<file path="src/logic/adts_defs.svh">
`ifndef ADTS_DEFS_SVH
`define ADTS_DEFS_SVH
// register byte offsets
`define ADTS_OFF_CTRL       8'h00
`define ADTS_OFF_TIME0      8'h04
`define ADTS_OFF_TIME8      8'h24
`define ADTS_OFF_UNIT       8'h28
`define ADTS_OFF_LEVEL      8'h2c
`define ADTS_OFF_FMAX1      8'h30
`define ADTS_OFF_FMAX2      8'h34
`define ADTS_OFF_IN_ASSIGN  8'h38
`define ADTS_OFF_OUT_ASSIGN 8'h3c
`define ADTS_OFF_STATUS     8'h40
`define ADTS_OFF_FREQ_CMD   8'h44
// control fields
`define ADTS_CTRL_PM        0
`define ADTS_CTRL_PM_CL     1
`define ADTS_CTRL_OV_CLR    2
`define ADTS_CTRL_FLT_STOP  3
// terminal function codes
`define ADTS_FN_SEL1        8'h10
`define ADTS_FN_SEL2        8'h11
`define ADTS_FN_FSTOP_NO    8'h15
`define ADTS_FN_FSTOP_NC    8'h16
`define ADTS_FN_MOTOR2      8'h33
`define ADTS_FN_DUR_FSTOP   8'h2c
// reset values, times in 0.1 s units
`define ADTS_RST_TIME       16'h0064
`define ADTS_RST_UNIT       1'b1
`define ADTS_RST_FMAX       16'h0258
// unit 0 refused when any time reaches 600.1 s
`define ADTS_UNIT0_LIMIT    16'h1771
// percent scale of the switch level, 100.0 %
`define ADTS_PCT_FULL       16'h03e8
// base ramp step is 0.01 s
`define ADTS_STEP_NS        10000000
`define ADTS_CLK_NS         40
`define ADTS_STEP_CYC       (`ADTS_STEP_NS / `ADTS_CLK_NS)
`define ADTS_DECADE         4'h9
`endif

</file>
<file path="src/logic/adts_pkg.sv">
package adts_pkg;
   typedef enum logic [1:0] {FS_RUN, FS_DECEL, FS_LOCK} adts_fs_t;
   typedef struct packed {
      logic cyc;
      logic stb;
      logic we;
      logic [3:0] sel;
      logic [7:0] adr;
      logic [31:0] dat;
   } adts_wb_req_t;
   typedef struct packed {
      logic [15:0] freq;
      logic [1:0] pair;
      logic fast_stop;
      logic locked;
      logic ov_fault;
      logic drive_on;
   } adts_status_t;
endpackage

</file>
<file path="src/logic/adts_selector.sv">
// The implementer's own choices: the register offsets and the Wishbone slave port.
`timescale 1ns/10ps
`include "adts_defs.svh"
// Function
// - four time pairs, pair one default
// - accel time spans zero to maximum
// - decel time spans maximum to zero
// - two select bits choose pairs one-four
// - motor select input, not for PM
// - motor one: bit one picks pair 1/2
// - motor two: bit one picks pair 3/4
// - nonzero level: below pair4, else pair1
// - motor two level switching: pair 4/3
// - select inputs override level switching
// - zero level disables level switching
// - fast stop input 21/22 is latched
// - fast stop uses dedicated decel time
// - restart locked until stop, release, rerun
// - output code 44 during fast stop
// - unit 0 means 0.01 s steps
// - unit 1 default means 0.1 s steps
// - refuse unit 0 when time >= 600.1 s
// - PM closed loop level is percent
// - overvoltage fault cuts output, coasts
module adts_selector #(
   parameter int STEP_CYC = `ADTS_STEP_CYC,
   parameter int N_IN = 4
) (
   input wire logic clk,
   input wire logic srst,
   input wire logic ce,
   input wire adts_pkg::adts_wb_req_t wb_req,
   output logic [31:0] wb_dat_o,
   output logic wb_ack_o,
   input wire logic [N_IN-1:0] din,
   input wire logic run_cmd,
   input wire logic ov_detect,
   output logic dout,
   output logic [15:0] out_freq,
   output logic drive_on
);
   // ============================================================
   // input synchronisers
   logic [N_IN+1:0] sync1_r, sync2_r;
   always_ff @(posedge clk) begin
      if (srst) begin
         sync1_r <= '0;
         sync2_r <= '0;
      end else if (ce) begin
         sync1_r <= {ov_detect, run_cmd, din};
         sync2_r <= sync1_r;
      end
   end
   logic [N_IN-1:0] din_s;
   logic run_s, ov_s;
   assign din_s = sync2_r[N_IN-1:0];
   assign run_s = sync2_r[N_IN];
   assign ov_s = sync2_r[N_IN+1];

   // ============================================================
   // register file
   logic [15:0] time_r [0:8];
   logic [15:0] time_nxt [0:8];
   logic unit_r, unit_nxt;
   logic [15:0] level_r, level_nxt, fmax1_r, fmax1_nxt, fmax2_r, fmax2_nxt, cmd_r, cmd_nxt;
   logic [31:0] in_asg_r, in_asg_nxt;
   logic [7:0] out_asg_r, out_asg_nxt;
   logic pm_r, pm_nxt, pm_cl_r, pm_cl_nxt;
   logic ov_clr_nxt, ov_clr_r, flt_stop_nxt, flt_stop_r;
   logic ack_nxt;
   logic [31:0] rd_nxt;
   logic bus_wr;
   adts_pkg::adts_status_t stat;

   function automatic logic [31:0] merge(input logic [31:0] old, input logic [31:0] wd, input logic [3:0] be);
      for (int i = 0; i < 4; i++) begin
         if (be[i]) begin
            old[i*8 +: 8] = wd[i*8 +: 8];
         end
      end
      return old;
   endfunction

   // true when a time reg address is hit; the caller computes idx itself
   function automatic logic time_hit(input logic [7:0] a);
      return a >= `ADTS_OFF_TIME0 && a <= `ADTS_OFF_TIME8 && a[1:0] == 2'b00;
   endfunction

   logic too_long;
   always_comb begin
      too_long = 1'b0;
      for (int i = 0; i < 9; i++) begin
         if (time_r[i] >= `ADTS_UNIT0_LIMIT) begin
            too_long = 1'b1;
         end
      end
   end

   assign bus_wr = wb_req.cyc && wb_req.stb && wb_req.we && !wb_ack_o;

   always_comb begin
      logic [31:0] w;
      logic [3:0] idx;
      w = 32'h0;
      idx = 4'h0;
      for (int i = 0; i < 9; i++) begin
         time_nxt[i] = time_r[i];
      end
      unit_nxt = unit_r;
      level_nxt = level_r;
      fmax1_nxt = fmax1_r;
      fmax2_nxt = fmax2_r;
      cmd_nxt = cmd_r;
      in_asg_nxt = in_asg_r;
      out_asg_nxt = out_asg_r;
      pm_nxt = pm_r;
      pm_cl_nxt = pm_cl_r;
      ov_clr_nxt = 1'b0;
      flt_stop_nxt = 1'b0;
      ack_nxt = wb_req.cyc && wb_req.stb && !wb_ack_o;
      rd_nxt = 32'h0;
      if (time_hit(wb_req.adr)) begin
         idx = 4'((wb_req.adr - `ADTS_OFF_TIME0) >> 2);
      end
      if (bus_wr) begin
         if (time_hit(wb_req.adr)) begin
            w = merge({16'h0, time_r[idx]}, wb_req.dat, wb_req.sel);
            time_nxt[idx] = w[15:0];
         end
         unique case (wb_req.adr)
            `ADTS_OFF_CTRL: begin
               w = merge({28'h0, flt_stop_r, ov_clr_r, pm_cl_r, pm_r}, wb_req.dat, wb_req.sel);
               pm_nxt = w[`ADTS_CTRL_PM];
               pm_cl_nxt = w[`ADTS_CTRL_PM_CL];
               ov_clr_nxt = w[`ADTS_CTRL_OV_CLR];
               flt_stop_nxt = w[`ADTS_CTRL_FLT_STOP];
            end
            `ADTS_OFF_UNIT: begin
               // going to 0.01 s steps would truncate stored times above 600.0 s
               if (wb_req.sel[0] && (wb_req.dat[0] || !too_long)) begin
                  unit_nxt = wb_req.dat[0];
               end
            end
            `ADTS_OFF_LEVEL: begin
               w = merge({16'h0, level_r}, wb_req.dat, wb_req.sel);
               level_nxt = w[15:0];
            end
            `ADTS_OFF_FMAX1: begin
               w = merge({16'h0, fmax1_r}, wb_req.dat, wb_req.sel);
               fmax1_nxt = w[15:0];
            end
            `ADTS_OFF_FMAX2: begin
               w = merge({16'h0, fmax2_r}, wb_req.dat, wb_req.sel);
               fmax2_nxt = w[15:0];
            end
            `ADTS_OFF_IN_ASSIGN: in_asg_nxt = merge(in_asg_r, wb_req.dat, wb_req.sel);
            `ADTS_OFF_OUT_ASSIGN: begin
               w = merge({24'h0, out_asg_r}, wb_req.dat, wb_req.sel);
               out_asg_nxt = w[7:0];
            end
            `ADTS_OFF_FREQ_CMD: begin
               w = merge({16'h0, cmd_r}, wb_req.dat, wb_req.sel);
               cmd_nxt = w[15:0];
            end
            default: begin
            end
         endcase
      end
      if (time_hit(wb_req.adr)) begin
         rd_nxt = {16'h0, time_r[idx]};
      end else begin
         unique case (wb_req.adr)
            `ADTS_OFF_CTRL: rd_nxt = {30'h0, pm_cl_r, pm_r};
            `ADTS_OFF_UNIT: rd_nxt = {31'h0, unit_r};
            `ADTS_OFF_LEVEL: rd_nxt = {16'h0, level_r};
            `ADTS_OFF_FMAX1: rd_nxt = {16'h0, fmax1_r};
            `ADTS_OFF_FMAX2: rd_nxt = {16'h0, fmax2_r};
            `ADTS_OFF_IN_ASSIGN: rd_nxt = in_asg_r;
            `ADTS_OFF_OUT_ASSIGN: rd_nxt = {24'h0, out_asg_r};
            `ADTS_OFF_STATUS: rd_nxt = {10'h0, stat};
            `ADTS_OFF_FREQ_CMD: rd_nxt = {16'h0, cmd_r};
            default: rd_nxt = 32'h0;
         endcase
      end
   end

   always_ff @(posedge clk) begin
      if (srst) begin
         for (int i = 0; i < 9; i++) begin
            time_r[i] <= `ADTS_RST_TIME;
         end
         unit_r <= `ADTS_RST_UNIT;
         level_r <= 16'h0000;
         fmax1_r <= `ADTS_RST_FMAX;
         fmax2_r <= `ADTS_RST_FMAX;
         cmd_r <= 16'h0000;
         in_asg_r <= 32'h0;
         out_asg_r <= 8'h00;
         pm_r <= 1'b0;
         pm_cl_r <= 1'b0;
         ov_clr_r <= 1'b0;
         flt_stop_r <= 1'b0;
         wb_ack_o <= 1'b0;
         wb_dat_o <= 32'h0;
      end else if (ce) begin
         for (int i = 0; i < 9; i++) begin
            time_r[i] <= time_nxt[i];
         end
         unit_r <= unit_nxt;
         level_r <= level_nxt;
         fmax1_r <= fmax1_nxt;
         fmax2_r <= fmax2_nxt;
         cmd_r <= cmd_nxt;
         in_asg_r <= in_asg_nxt;
         out_asg_r <= out_asg_nxt;
         pm_r <= pm_nxt;
         pm_cl_r <= pm_cl_nxt;
         ov_clr_r <= ov_clr_nxt;
         flt_stop_r <= flt_stop_nxt;
         wb_ack_o <= ack_nxt;
         wb_dat_o <= rd_nxt;
      end
   end

   // ============================================================
   // terminal decode and pair selection
   logic asg_sel1, asg_sel2, bit1, bit2, asg_m2, motor2, fs_trig, fs_held;
   always_comb begin
      asg_sel1 = 1'b0;
      asg_sel2 = 1'b0;
      asg_m2 = 1'b0;
      bit1 = 1'b0;
      bit2 = 1'b0;
      motor2 = 1'b0;
      fs_held = 1'b0;
      for (int i = 0; i < N_IN; i++) begin
         unique case (in_asg_r[i*8 +: 8])
            `ADTS_FN_SEL1: begin
               asg_sel1 = 1'b1;
               bit1 = bit1 | din_s[i];
            end
            `ADTS_FN_SEL2: begin
               asg_sel2 = 1'b1;
               bit2 = bit2 | din_s[i];
            end
            `ADTS_FN_MOTOR2: begin
               asg_m2 = 1'b1;
               motor2 = motor2 | (din_s[i] & !pm_r);
            end
            `ADTS_FN_FSTOP_NO: fs_held = fs_held | din_s[i];
            `ADTS_FN_FSTOP_NC: fs_held = fs_held | !din_s[i];
            default: begin
            end
         endcase
      end
      fs_trig = fs_held | flt_stop_r;
   end

   logic [15:0] fmax, freq_r, freq_nxt;
   logic below;
   logic [1:0] pair_r, pair_nxt;
   assign fmax = motor2 ? fmax2_r : fmax1_r;
   // percent compare done by cross multiplication to avoid a divider
   assign below = pm_cl_r ? (32'(freq_r) * 32'(`ADTS_PCT_FULL) < 32'(level_r) * 32'(fmax))
                          : (freq_r < level_r);

   always_comb begin
      if (asg_sel1 || asg_sel2) begin
         if (asg_m2 && motor2) begin
            pair_nxt = bit1 ? 2'h3 : 2'h2;
         end else if (asg_m2) begin
            pair_nxt = bit1 ? 2'h1 : 2'h0;
         end else begin
            pair_nxt = {bit2, bit1};
         end
      end else if (level_r != 16'h0000) begin
         pair_nxt = below ? 2'h3 : (motor2 ? 2'h2 : 2'h0);
      end else begin
         pair_nxt = motor2 ? 2'h2 : 2'h0;
      end
   end

   // ============================================================
   // fast stop sequencing
   adts_pkg::adts_fs_t fs_r, fs_nxt;
   logic run_seen_low_r, run_seen_low_nxt;
   always_comb begin
      fs_nxt = fs_r;
      run_seen_low_nxt = run_seen_low_r;
      unique case (fs_r)
         adts_pkg::FS_RUN: if (fs_trig) fs_nxt = adts_pkg::FS_DECEL;
         adts_pkg::FS_DECEL: begin
            run_seen_low_nxt = 1'b0;
            if (freq_r == 16'h0000) fs_nxt = adts_pkg::FS_LOCK;
         end
         adts_pkg::FS_LOCK: begin
            if (!run_s) run_seen_low_nxt = 1'b1;
            // leave only once stopped, released and run dropped
            if (!fs_trig && (run_seen_low_r || !run_s)) fs_nxt = adts_pkg::FS_RUN;
         end
      endcase
   end

   // ============================================================
   // ramp generator
   logic [$clog2(STEP_CYC)-1:0] pre_r, pre_nxt;
   logic [3:0] dec_r, dec_nxt;
   logic [17:0] acc_r, acc_nxt;
   logic ov_r, ov_nxt, on_r, on_nxt, tick;
   logic [15:0] target, tsel;
   always_comb begin
      pre_nxt = pre_r + 1'b1;
      dec_nxt = dec_r;
      tick = 1'b0;
      if (pre_r == ($clog2(STEP_CYC))'(STEP_CYC - 1)) begin
         pre_nxt = '0;
         if (!unit_r) begin
            tick = 1'b1;
         end else if (dec_r == `ADTS_DECADE) begin
            dec_nxt = 4'h0;
            tick = 1'b1;
         end else begin
            dec_nxt = dec_r + 4'h1;
         end
      end
      // commands above the ceiling are clamped to it
      target = (fs_r == adts_pkg::FS_RUN && run_s && !ov_r) ? ((cmd_r > fmax) ? fmax : cmd_r) : 16'h0000;
      if (fs_r == adts_pkg::FS_DECEL) begin
         tsel = time_r[8];
      end else if (freq_r < target) begin
         tsel = time_r[{pair_r, 1'b0}];
      end else begin
         tsel = time_r[{pair_r, 1'b1}];
      end
      ov_nxt = ov_r;
      if (ov_clr_r) ov_nxt = 1'b0;
      if (ov_s && freq_r > target) ov_nxt = 1'b1;
      on_nxt = !ov_nxt && (freq_r != 16'h0000 || target != 16'h0000);
      freq_nxt = freq_r;
      acc_nxt = acc_r + (tick ? 18'(fmax) : 18'h0);
      if (ov_nxt) begin
         freq_nxt = 16'h0000;
         acc_nxt = 18'h0;
      end else if (freq_r == target) begin
         acc_nxt = 18'h0;
      end else if (tsel == 16'h0000) begin
         freq_nxt = target;
         acc_nxt = 18'h0;
      end else if (acc_r >= 18'(tsel)) begin
         freq_nxt = (freq_r < target) ? freq_r + 16'h1 : freq_r - 16'h1;
         acc_nxt = acc_nxt - 18'(tsel);
      end
   end

   always_ff @(posedge clk) begin
      if (srst) begin
         fs_r <= adts_pkg::FS_RUN;
         run_seen_low_r <= 1'b0;
         pair_r <= 2'h0;
         pre_r <= '0;
         dec_r <= 4'h0;
         acc_r <= 18'h0;
         freq_r <= 16'h0000;
         ov_r <= 1'b0;
         on_r <= 1'b0;
         dout <= 1'b0;
         out_freq <= 16'h0000;
         drive_on <= 1'b0;
      end else if (ce) begin
         fs_r <= fs_nxt;
         run_seen_low_r <= run_seen_low_nxt;
         pair_r <= pair_nxt;
         pre_r <= pre_nxt;
         dec_r <= dec_nxt;
         acc_r <= acc_nxt;
         freq_r <= freq_nxt;
         ov_r <= ov_nxt;
         on_r <= on_nxt;
         dout <= (out_asg_r == `ADTS_FN_DUR_FSTOP) && (fs_nxt == adts_pkg::FS_DECEL);
         out_freq <= freq_nxt;
         drive_on <= on_nxt;
      end
   end

   assign stat = '{freq: freq_r, pair: pair_r, fast_stop: fs_r == adts_pkg::FS_DECEL,
                   locked: fs_r == adts_pkg::FS_LOCK, ov_fault: ov_r, drive_on: on_r};
endmodule

</file>
<file path="config.mk">
export PLATFORM = sky130hd
export DESIGN_NAME = adts_selector
export DESIGN_NICKNAME = d
export VERILOG_FILES = /design/src/logic/adts_pkg.sv /design/src/logic/adts_selector.sv
export VERILOG_INCLUDE_DIRS = /design/src /design/src/logic
export SDC_FILE = /design/constraint.sdc
export NUM_CORES = 2
export LEC_CHECK = 0
export BUFFER_PORTS_ARGS = -buffer_cell sky130_fd_sc_hd__buf_2
export CAP_MARGIN = 20
export CORE_ASPECT_RATIO = 1.4
export CORE_MARGIN = 2
export CORE_UTILIZATION = 57
export DETAILED_ROUTE_END_ITERATION = 7
export PLACE_DENSITY = 0.73
export SLEW_MARGIN = 25
export SYNTH_ARGS = -nofsm -noshare
export SYNTH_HDL_FRONTEND = slang
export SYNTH_SLANG_ARGS = --single-unit
</file>
<file path="constraint.sdc">
create_clock -name clk -period 17.8 [get_ports clk]
set_clock_uncertainty 0.15 [all_clocks]
set_input_delay 0.89 -clock clk [delete_from_list [all_inputs] [get_ports clk]]
set_output_delay 0.89 -clock clk [all_outputs]
set_load 0.03 [all_outputs]
</file>
After elaboration in Yosys (flattened, before gate mapping) --
Memories as Yosys holds them, arrays and structs flattened. A register that Yosys moved wholly into a read port is not among the register bits. Index checks and enable logic that the tools add are counted.
Word-level totals: flip-flop bits (word level) 218, memory bits (writable) 144, input port bits 56, output and inout port bits 51, logic and storage cells 299, memories 1
Cells by class: add/subtract/negate cells 7, $mul 2, $lt $le $gt $ge 19, equal/unequal tests 38, mux-type cells 111, bitwise logic cells 30, reduce and logical (&&, ||, !) cells 59
Memory list:
- time_r | words 9, bits a word 16, rd ports 12, clocked after memory_dff 2, write ports 9, RTL line adts_selector.sv:62 | logic [15:0] time_r [0:8];
Operator list (count):
- $mux W16 | 21
- $mux W144 | 2
- $pmux W32 S9 | 1
- $bwmux W144 | 1
- $ge A16 B13 Y1 const B | 9
- $eq A8 B5 Y1 const B | 16
- $mux W18 | 5
- $eq A8 B6 Y1 const B | 11
- $demux W16 S4 | 1
- $reduce_and A4 Y1 | 15
- $mux W1 | 51
- $mux W8 | 6
- $reduce_bool A16 Y1 | 3
- $gt A16 B16 Y1 | 2
- $logic_not A16 Y1 | 2
- $lt A16 B16 Y1 | 2
- $lt A26 B32 Y1 | 1
- $mul A16 B16 Y32 | 1
- $mux W32 | 1
- $or A1 B1 Y1 | 25
- $mul A16 B7 Y23 const B | 1
- $add A18 B1 Y18 const B | 1
- $add A18 B16 Y18 | 1
- $eq A18 B18 Y1 const B | 1
- other kinds (33) | 86

Depth between registers and ports, before layout --
depth after elaboration 21, gate-level depth with buffers 38, mapped depth without buffers 36

Worst setup path after synthesis --
Ideal clock, no wire load.
kind register to register, start point register in_asg_r[31], end point register with a tool-made name, library setup time 0.104 ns, arrival 9.089 ns, required time 17.546 ns, setup slack 8.458 ns, stages on the path, launching flop included 38, path buffers 4, period minus slack after synthesis 9.342 ns, path through dfxtp_1 nor4b_1 nand3_1 a41oi_2 buf_2 mux2i_1 clkbuf_1 buf_1 nor2_1 fa_1 inv_1 fa_1 fa_1 inv_1 fa_1 fa_1 inv_1 fa_1 (+2 left out) clkbuf_1 nand3_1 a32o_1 a31o_2 o21ai_0 a21oi_1 o21bai_1 xnor2_1 ha_1 a21o_1 a21o_1 a211oi_1 o221a_2 o211ai_1 o211ai_1 nor4_1 and4_1 o32ai_1
RTL lines:
- start: declaration | RTL line adts_selector.sv:66 | logic [31:0] in_asg_r, in_asg_nxt;
- start signal: assignment | RTL line adts_selector.sv:214 | in_asg_r <= in_asg_nxt;

Worst setup path after layout --
start point register in_asg_r[15], end point register freq_r[2]
Between the ends: cells in the longest elaborated chain, start to end 17, elaborated cells on any way between the ends 27, classes of those cells order compare (4); eq/ne (3); mux (14); bitwise (2); reduce/logical (4)
Ends and longest elaborated chain:
- $eq A8 B6 Y1 * | RTL line adts_selector.sv:237 | unique case (in_asg_r[i*8 +: 8])
- $mux W1 * | RTL line adts_selector.sv:237
- $or A1 B1 Y1 | RTL line adts_selector.sv:248 | motor2 = motor2 | (din_s[i] & !pm_r);
- $mux W1 * | RTL line adts_selector.sv:237
- $or A1 B1 Y1 | RTL line adts_selector.sv:248
- $mux W1 * | RTL line adts_selector.sv:237
- $mux W16 * | RTL line adts_selector.sv:262 | assign fmax = motor2 ? fmax2_r : fmax1_r;
- $gt A16 B16 Y1 | RTL line adts_selector.sv:327 | target = (fs_r == adts_pkg::FS_RUN && run_s && !ov_r) ? ((cmd_r > fmax) ? fmax : cmd_r) : 16'h0000;
- $mux W16 * (2 in series) | RTL line adts_selector.sv:327
- parallel branches: the longest is 7 deep, another holds $ge A18 B16 Y1
- end signal: assignment | RTL line adts_selector.sv:376 | freq_r <= freq_nxt;
- end: declaration | RTL line adts_selector.sv:259 | logic [15:0] fmax, freq_r, freq_nxt;
Mark *: on every way between the ends. The select of a mux whose other input is x is not followed. A chain may end at the register's enable or synchronous reset.

==> results.py <==
metrics = {
    "outcome": {
        "status": "finished with violations",
        "violations": "design-rule violations",
    },
    "cells_and_area": {
        "fin_cells": 4719,
        "stdcell_area_um2": 37100,
        "fillers": 5344,
        "final_common_cell": "nand2_1",
        "layout_common_cells": "451 x nand2_1, 444 x nor2_1, 333 x inv_1",
        "layout.nets": 4491,
        "area_growth_pct": 7.11,
        "drive_gt1_share_pct": 8.41,
    },
    "logic_synthesis": {
        "synth-edff-count": 144,
        "ys_seq_elements": 364,
        "synth_simple_gate_area_share_pct": 16.3,
        "synthDistinctLibCells": 88,
        "avgSynthCellArea_um2": 8.97,
        "synth_ff_type": "dfxtp_1",
        "synth_xor_xnor_area_share_pct": 2.50,
        "yosys.area.top_type": "fa_1",
        "ys_async_sr_fraction_pct": 0,
        "synthTopCellsByArea": "fa_1 15%, dfxtp_1 13%, edfxtp_1 12%, ha_1 11%, mux2i_1 6.9%",
        "synthAdderAreaFrac_pct": 25.5,
        "synth_top_area_share_pct": 14.5,
        "synth_top_family_by_area": "adder cells",
        "yosysSeqAreaShare_pct": 25.2,
        "synth_compound_area_share_pct": 14.5,
        "synth.area.mux_share_pct": 9.97,
        "synth_nets": 4475,
        "syn_area_um2": 34600,
        "yosysWarnings": 0,
        "synthCells": 3863,
    },
    "worst_setup_path": {
        "critical_path.endpoint_type": "register",
        "crit_arrival_ns": 10.77,
        "critical_path_class": "reg2reg",
        "path_max_fanout": 33,
        "slowest_delay_ns": 0.86,
        "cpMostUsedCell": "buf_4",
        "required_ns": 18.13,
        "crit_buf_inv": 7,
        "worst_path_max_delay_cell": "a21oi_1",
        "path_delay_family": "compound AO/OA/AOI/OAI gates",
        "startpoint_type": "register",
    },
    "clocking": {
        "path_clk_slew_ns": 0.06,
        "htreeDepth": 2,
        "cts_root_buf": "clkbuf_16",
        "cts_tree": "built",
        "clock-sinks": 364,
        "cts_hold_buf": 0,
        "clk_path_buf_depth": 3,
        "cts_inserted_buffers": 35,
        "post_cts_buffers": 0,
        "clkLatencyLatePin_ns": 0.54,
        "cts.repair.resized": 0,
    },
    "sta": {
        "fin_crit_ns": 10.44,
        "rsz0062_at_grt": "false",
        "min_period_over_period_pct": 58.7,
        "drv_slew": 0,
        "relSlewSlack_pct": 23.0,
        "holdWs_ns": 0.310,
        "max_clock_freq_ghz": 0.0958,
        "fin_tns_setup_ns": 0,
        "finalHoldViolations": 0,
        "setup_violations": 0,
        "worstMarginPinSlew_ns": 1.15,
    },
    "drt": {
        "drt_wl_total_mm": 115,
        "drtPass1Iterations": 8,
        "routed-via-count": 30400,
        "route.detailed.drc": 1,
        "via_per_inst": 6.44,
        "wire_per_inst_um": 24.4,
        "drt_iter0_drc": 3239,
        "detail-route-antenna-nets": 0,
    },
    "global_route": {
        "grt_pass1_wl_mm": 177,
        "grt_pass1_vias": 30500,
        "antenna_found_initial": 6,
        "track_usage_pct": 36.9,
        "grt_max_degree": 81,
        "grt_overflow_total": 0,
    },
    "die": {
        "dieWidth_um": 212,
        "rows": 106,
        "core_um2": 59900,
        "dieArea_um2": 62800,
        "io_pins": 107,
        "start_util_pct": 57.8,
        "die_h_um": 296,
    },
    "placement": {
        "gp_congestion": 1.02,
        "placed_cell_area_um2": 36000,
        "io_buffers": 106,
        "place_inst": 4651,
        "dp_hpwl_mm": 88.3,
    },
    "power": {
        "max-vdd-ir-drop_mv": 0.0895,
        "p_leak_nw": 16.4,
        "power.density_nw_per_um2": 48.4,
    },
    "hold_path": {
        "hold_path_class": "reg2reg",
    },
    "flow_run": {
        "maxCapViolCount": 0,
    },
}
-- worst reg2reg max path, delay by kind of cell (launching register included) --
family                     cells  cell delay (ns)
muxes                          3             0.96
buffers and inverters          7             2.22
and+or+nand+nor                8             2.48
DFF                            1             0.34
adders and majority gates      3             0.88
AOI/OAI and AO/OA             13             3.38
-- cell usage after synthesis (73+ instances only) --
master    instances
a21oi_1         177
a22oi_1          77
clkbuf_1        149
dfxtp_1         220
edfxtp_1        144
fa_1            251
ha_1            305
inv_1           333
mux2i_1         239
nand2_1         451
nand3_1          73
nor2_1          447
o21ai_0         147
-- power breakdown --
part           internal, W  switching [W]  total (W)
Sequential        0.000886      0.0000216   0.000907
Combinational    0.0000495       0.000103   0.000153
Clock             0.000395       0.000339   0.000735
-- flip-flops by register name, indices dropped and copies added (netlist names), 18 cells and up, named ones only --
signal	cells
wb_dat_o	32
pre_r	18
time_r	144
acc_r	18
in_asg_r	32
-- per-stage QoR --
step                util [%]  setup WS, ns  total power [W]
finish                  61.9          7.36          0.00179
global route            61.9          6.72          0.00184
CTS                     61.8          7.56          0.00179
detailed placement      60.0          7.57          0.00107
global placement        60.0          7.83          0.00107
floorplan                  -          8.46          0.00102
-- final timing paths --
path	from	cells after the start	endpoint	slack, ns
worst min-delay path	wb_dat_o[19]	2	wb_dat_o[19]	0.31
worst max-delay path	in_asg_r[15]	34	freq_r[2]	7.36
worst min register to register	wb_dat_o[19]	2	wb_dat_o[19]	0.31
worst max register to register	in_asg_r[15]	34	freq_r[2]	7.36
-- final cells by class --
class                      instances  area [um^2]  share of cell area, %
multi-input combinational       2965        23900                   64.5
sequential                       364         8730                   23.5
inverter                         344         1290                   3.48
timing repair buffer             169         1030                   2.76
tap                              810         1010                   2.73
clock buffer                      44          982                   2.65
clock inverter                    16          105                  0.283
antenna                            7         17.5                 0.0472
-- routing by layer --
metal  global-route usage, %  part of all wire, %  vias to the layer above
li1                        -                    -                    13600
met1                    41.6                   35                    14600
met2                    61.3                   47                     1650
met3                    4.95                  7.8                      570
met4                    32.7                   11                        0
met5                       0                    0                        -
-- logic make-up (layout without fill, tap and decap cells) --
family                     count (synthesis)  count (layout)
and+or+nand+nor                         1264            1264
AOI/OAI and AO/OA                        747             747
adders and majority gates                556             556
buffers and inverters                    534             573
DFF                                      364             364
muxes                                    299             299
xor gates and xnor gates                  99              99
other                                      0               7
Note: power is estimated with default switching activity, not from simulation.
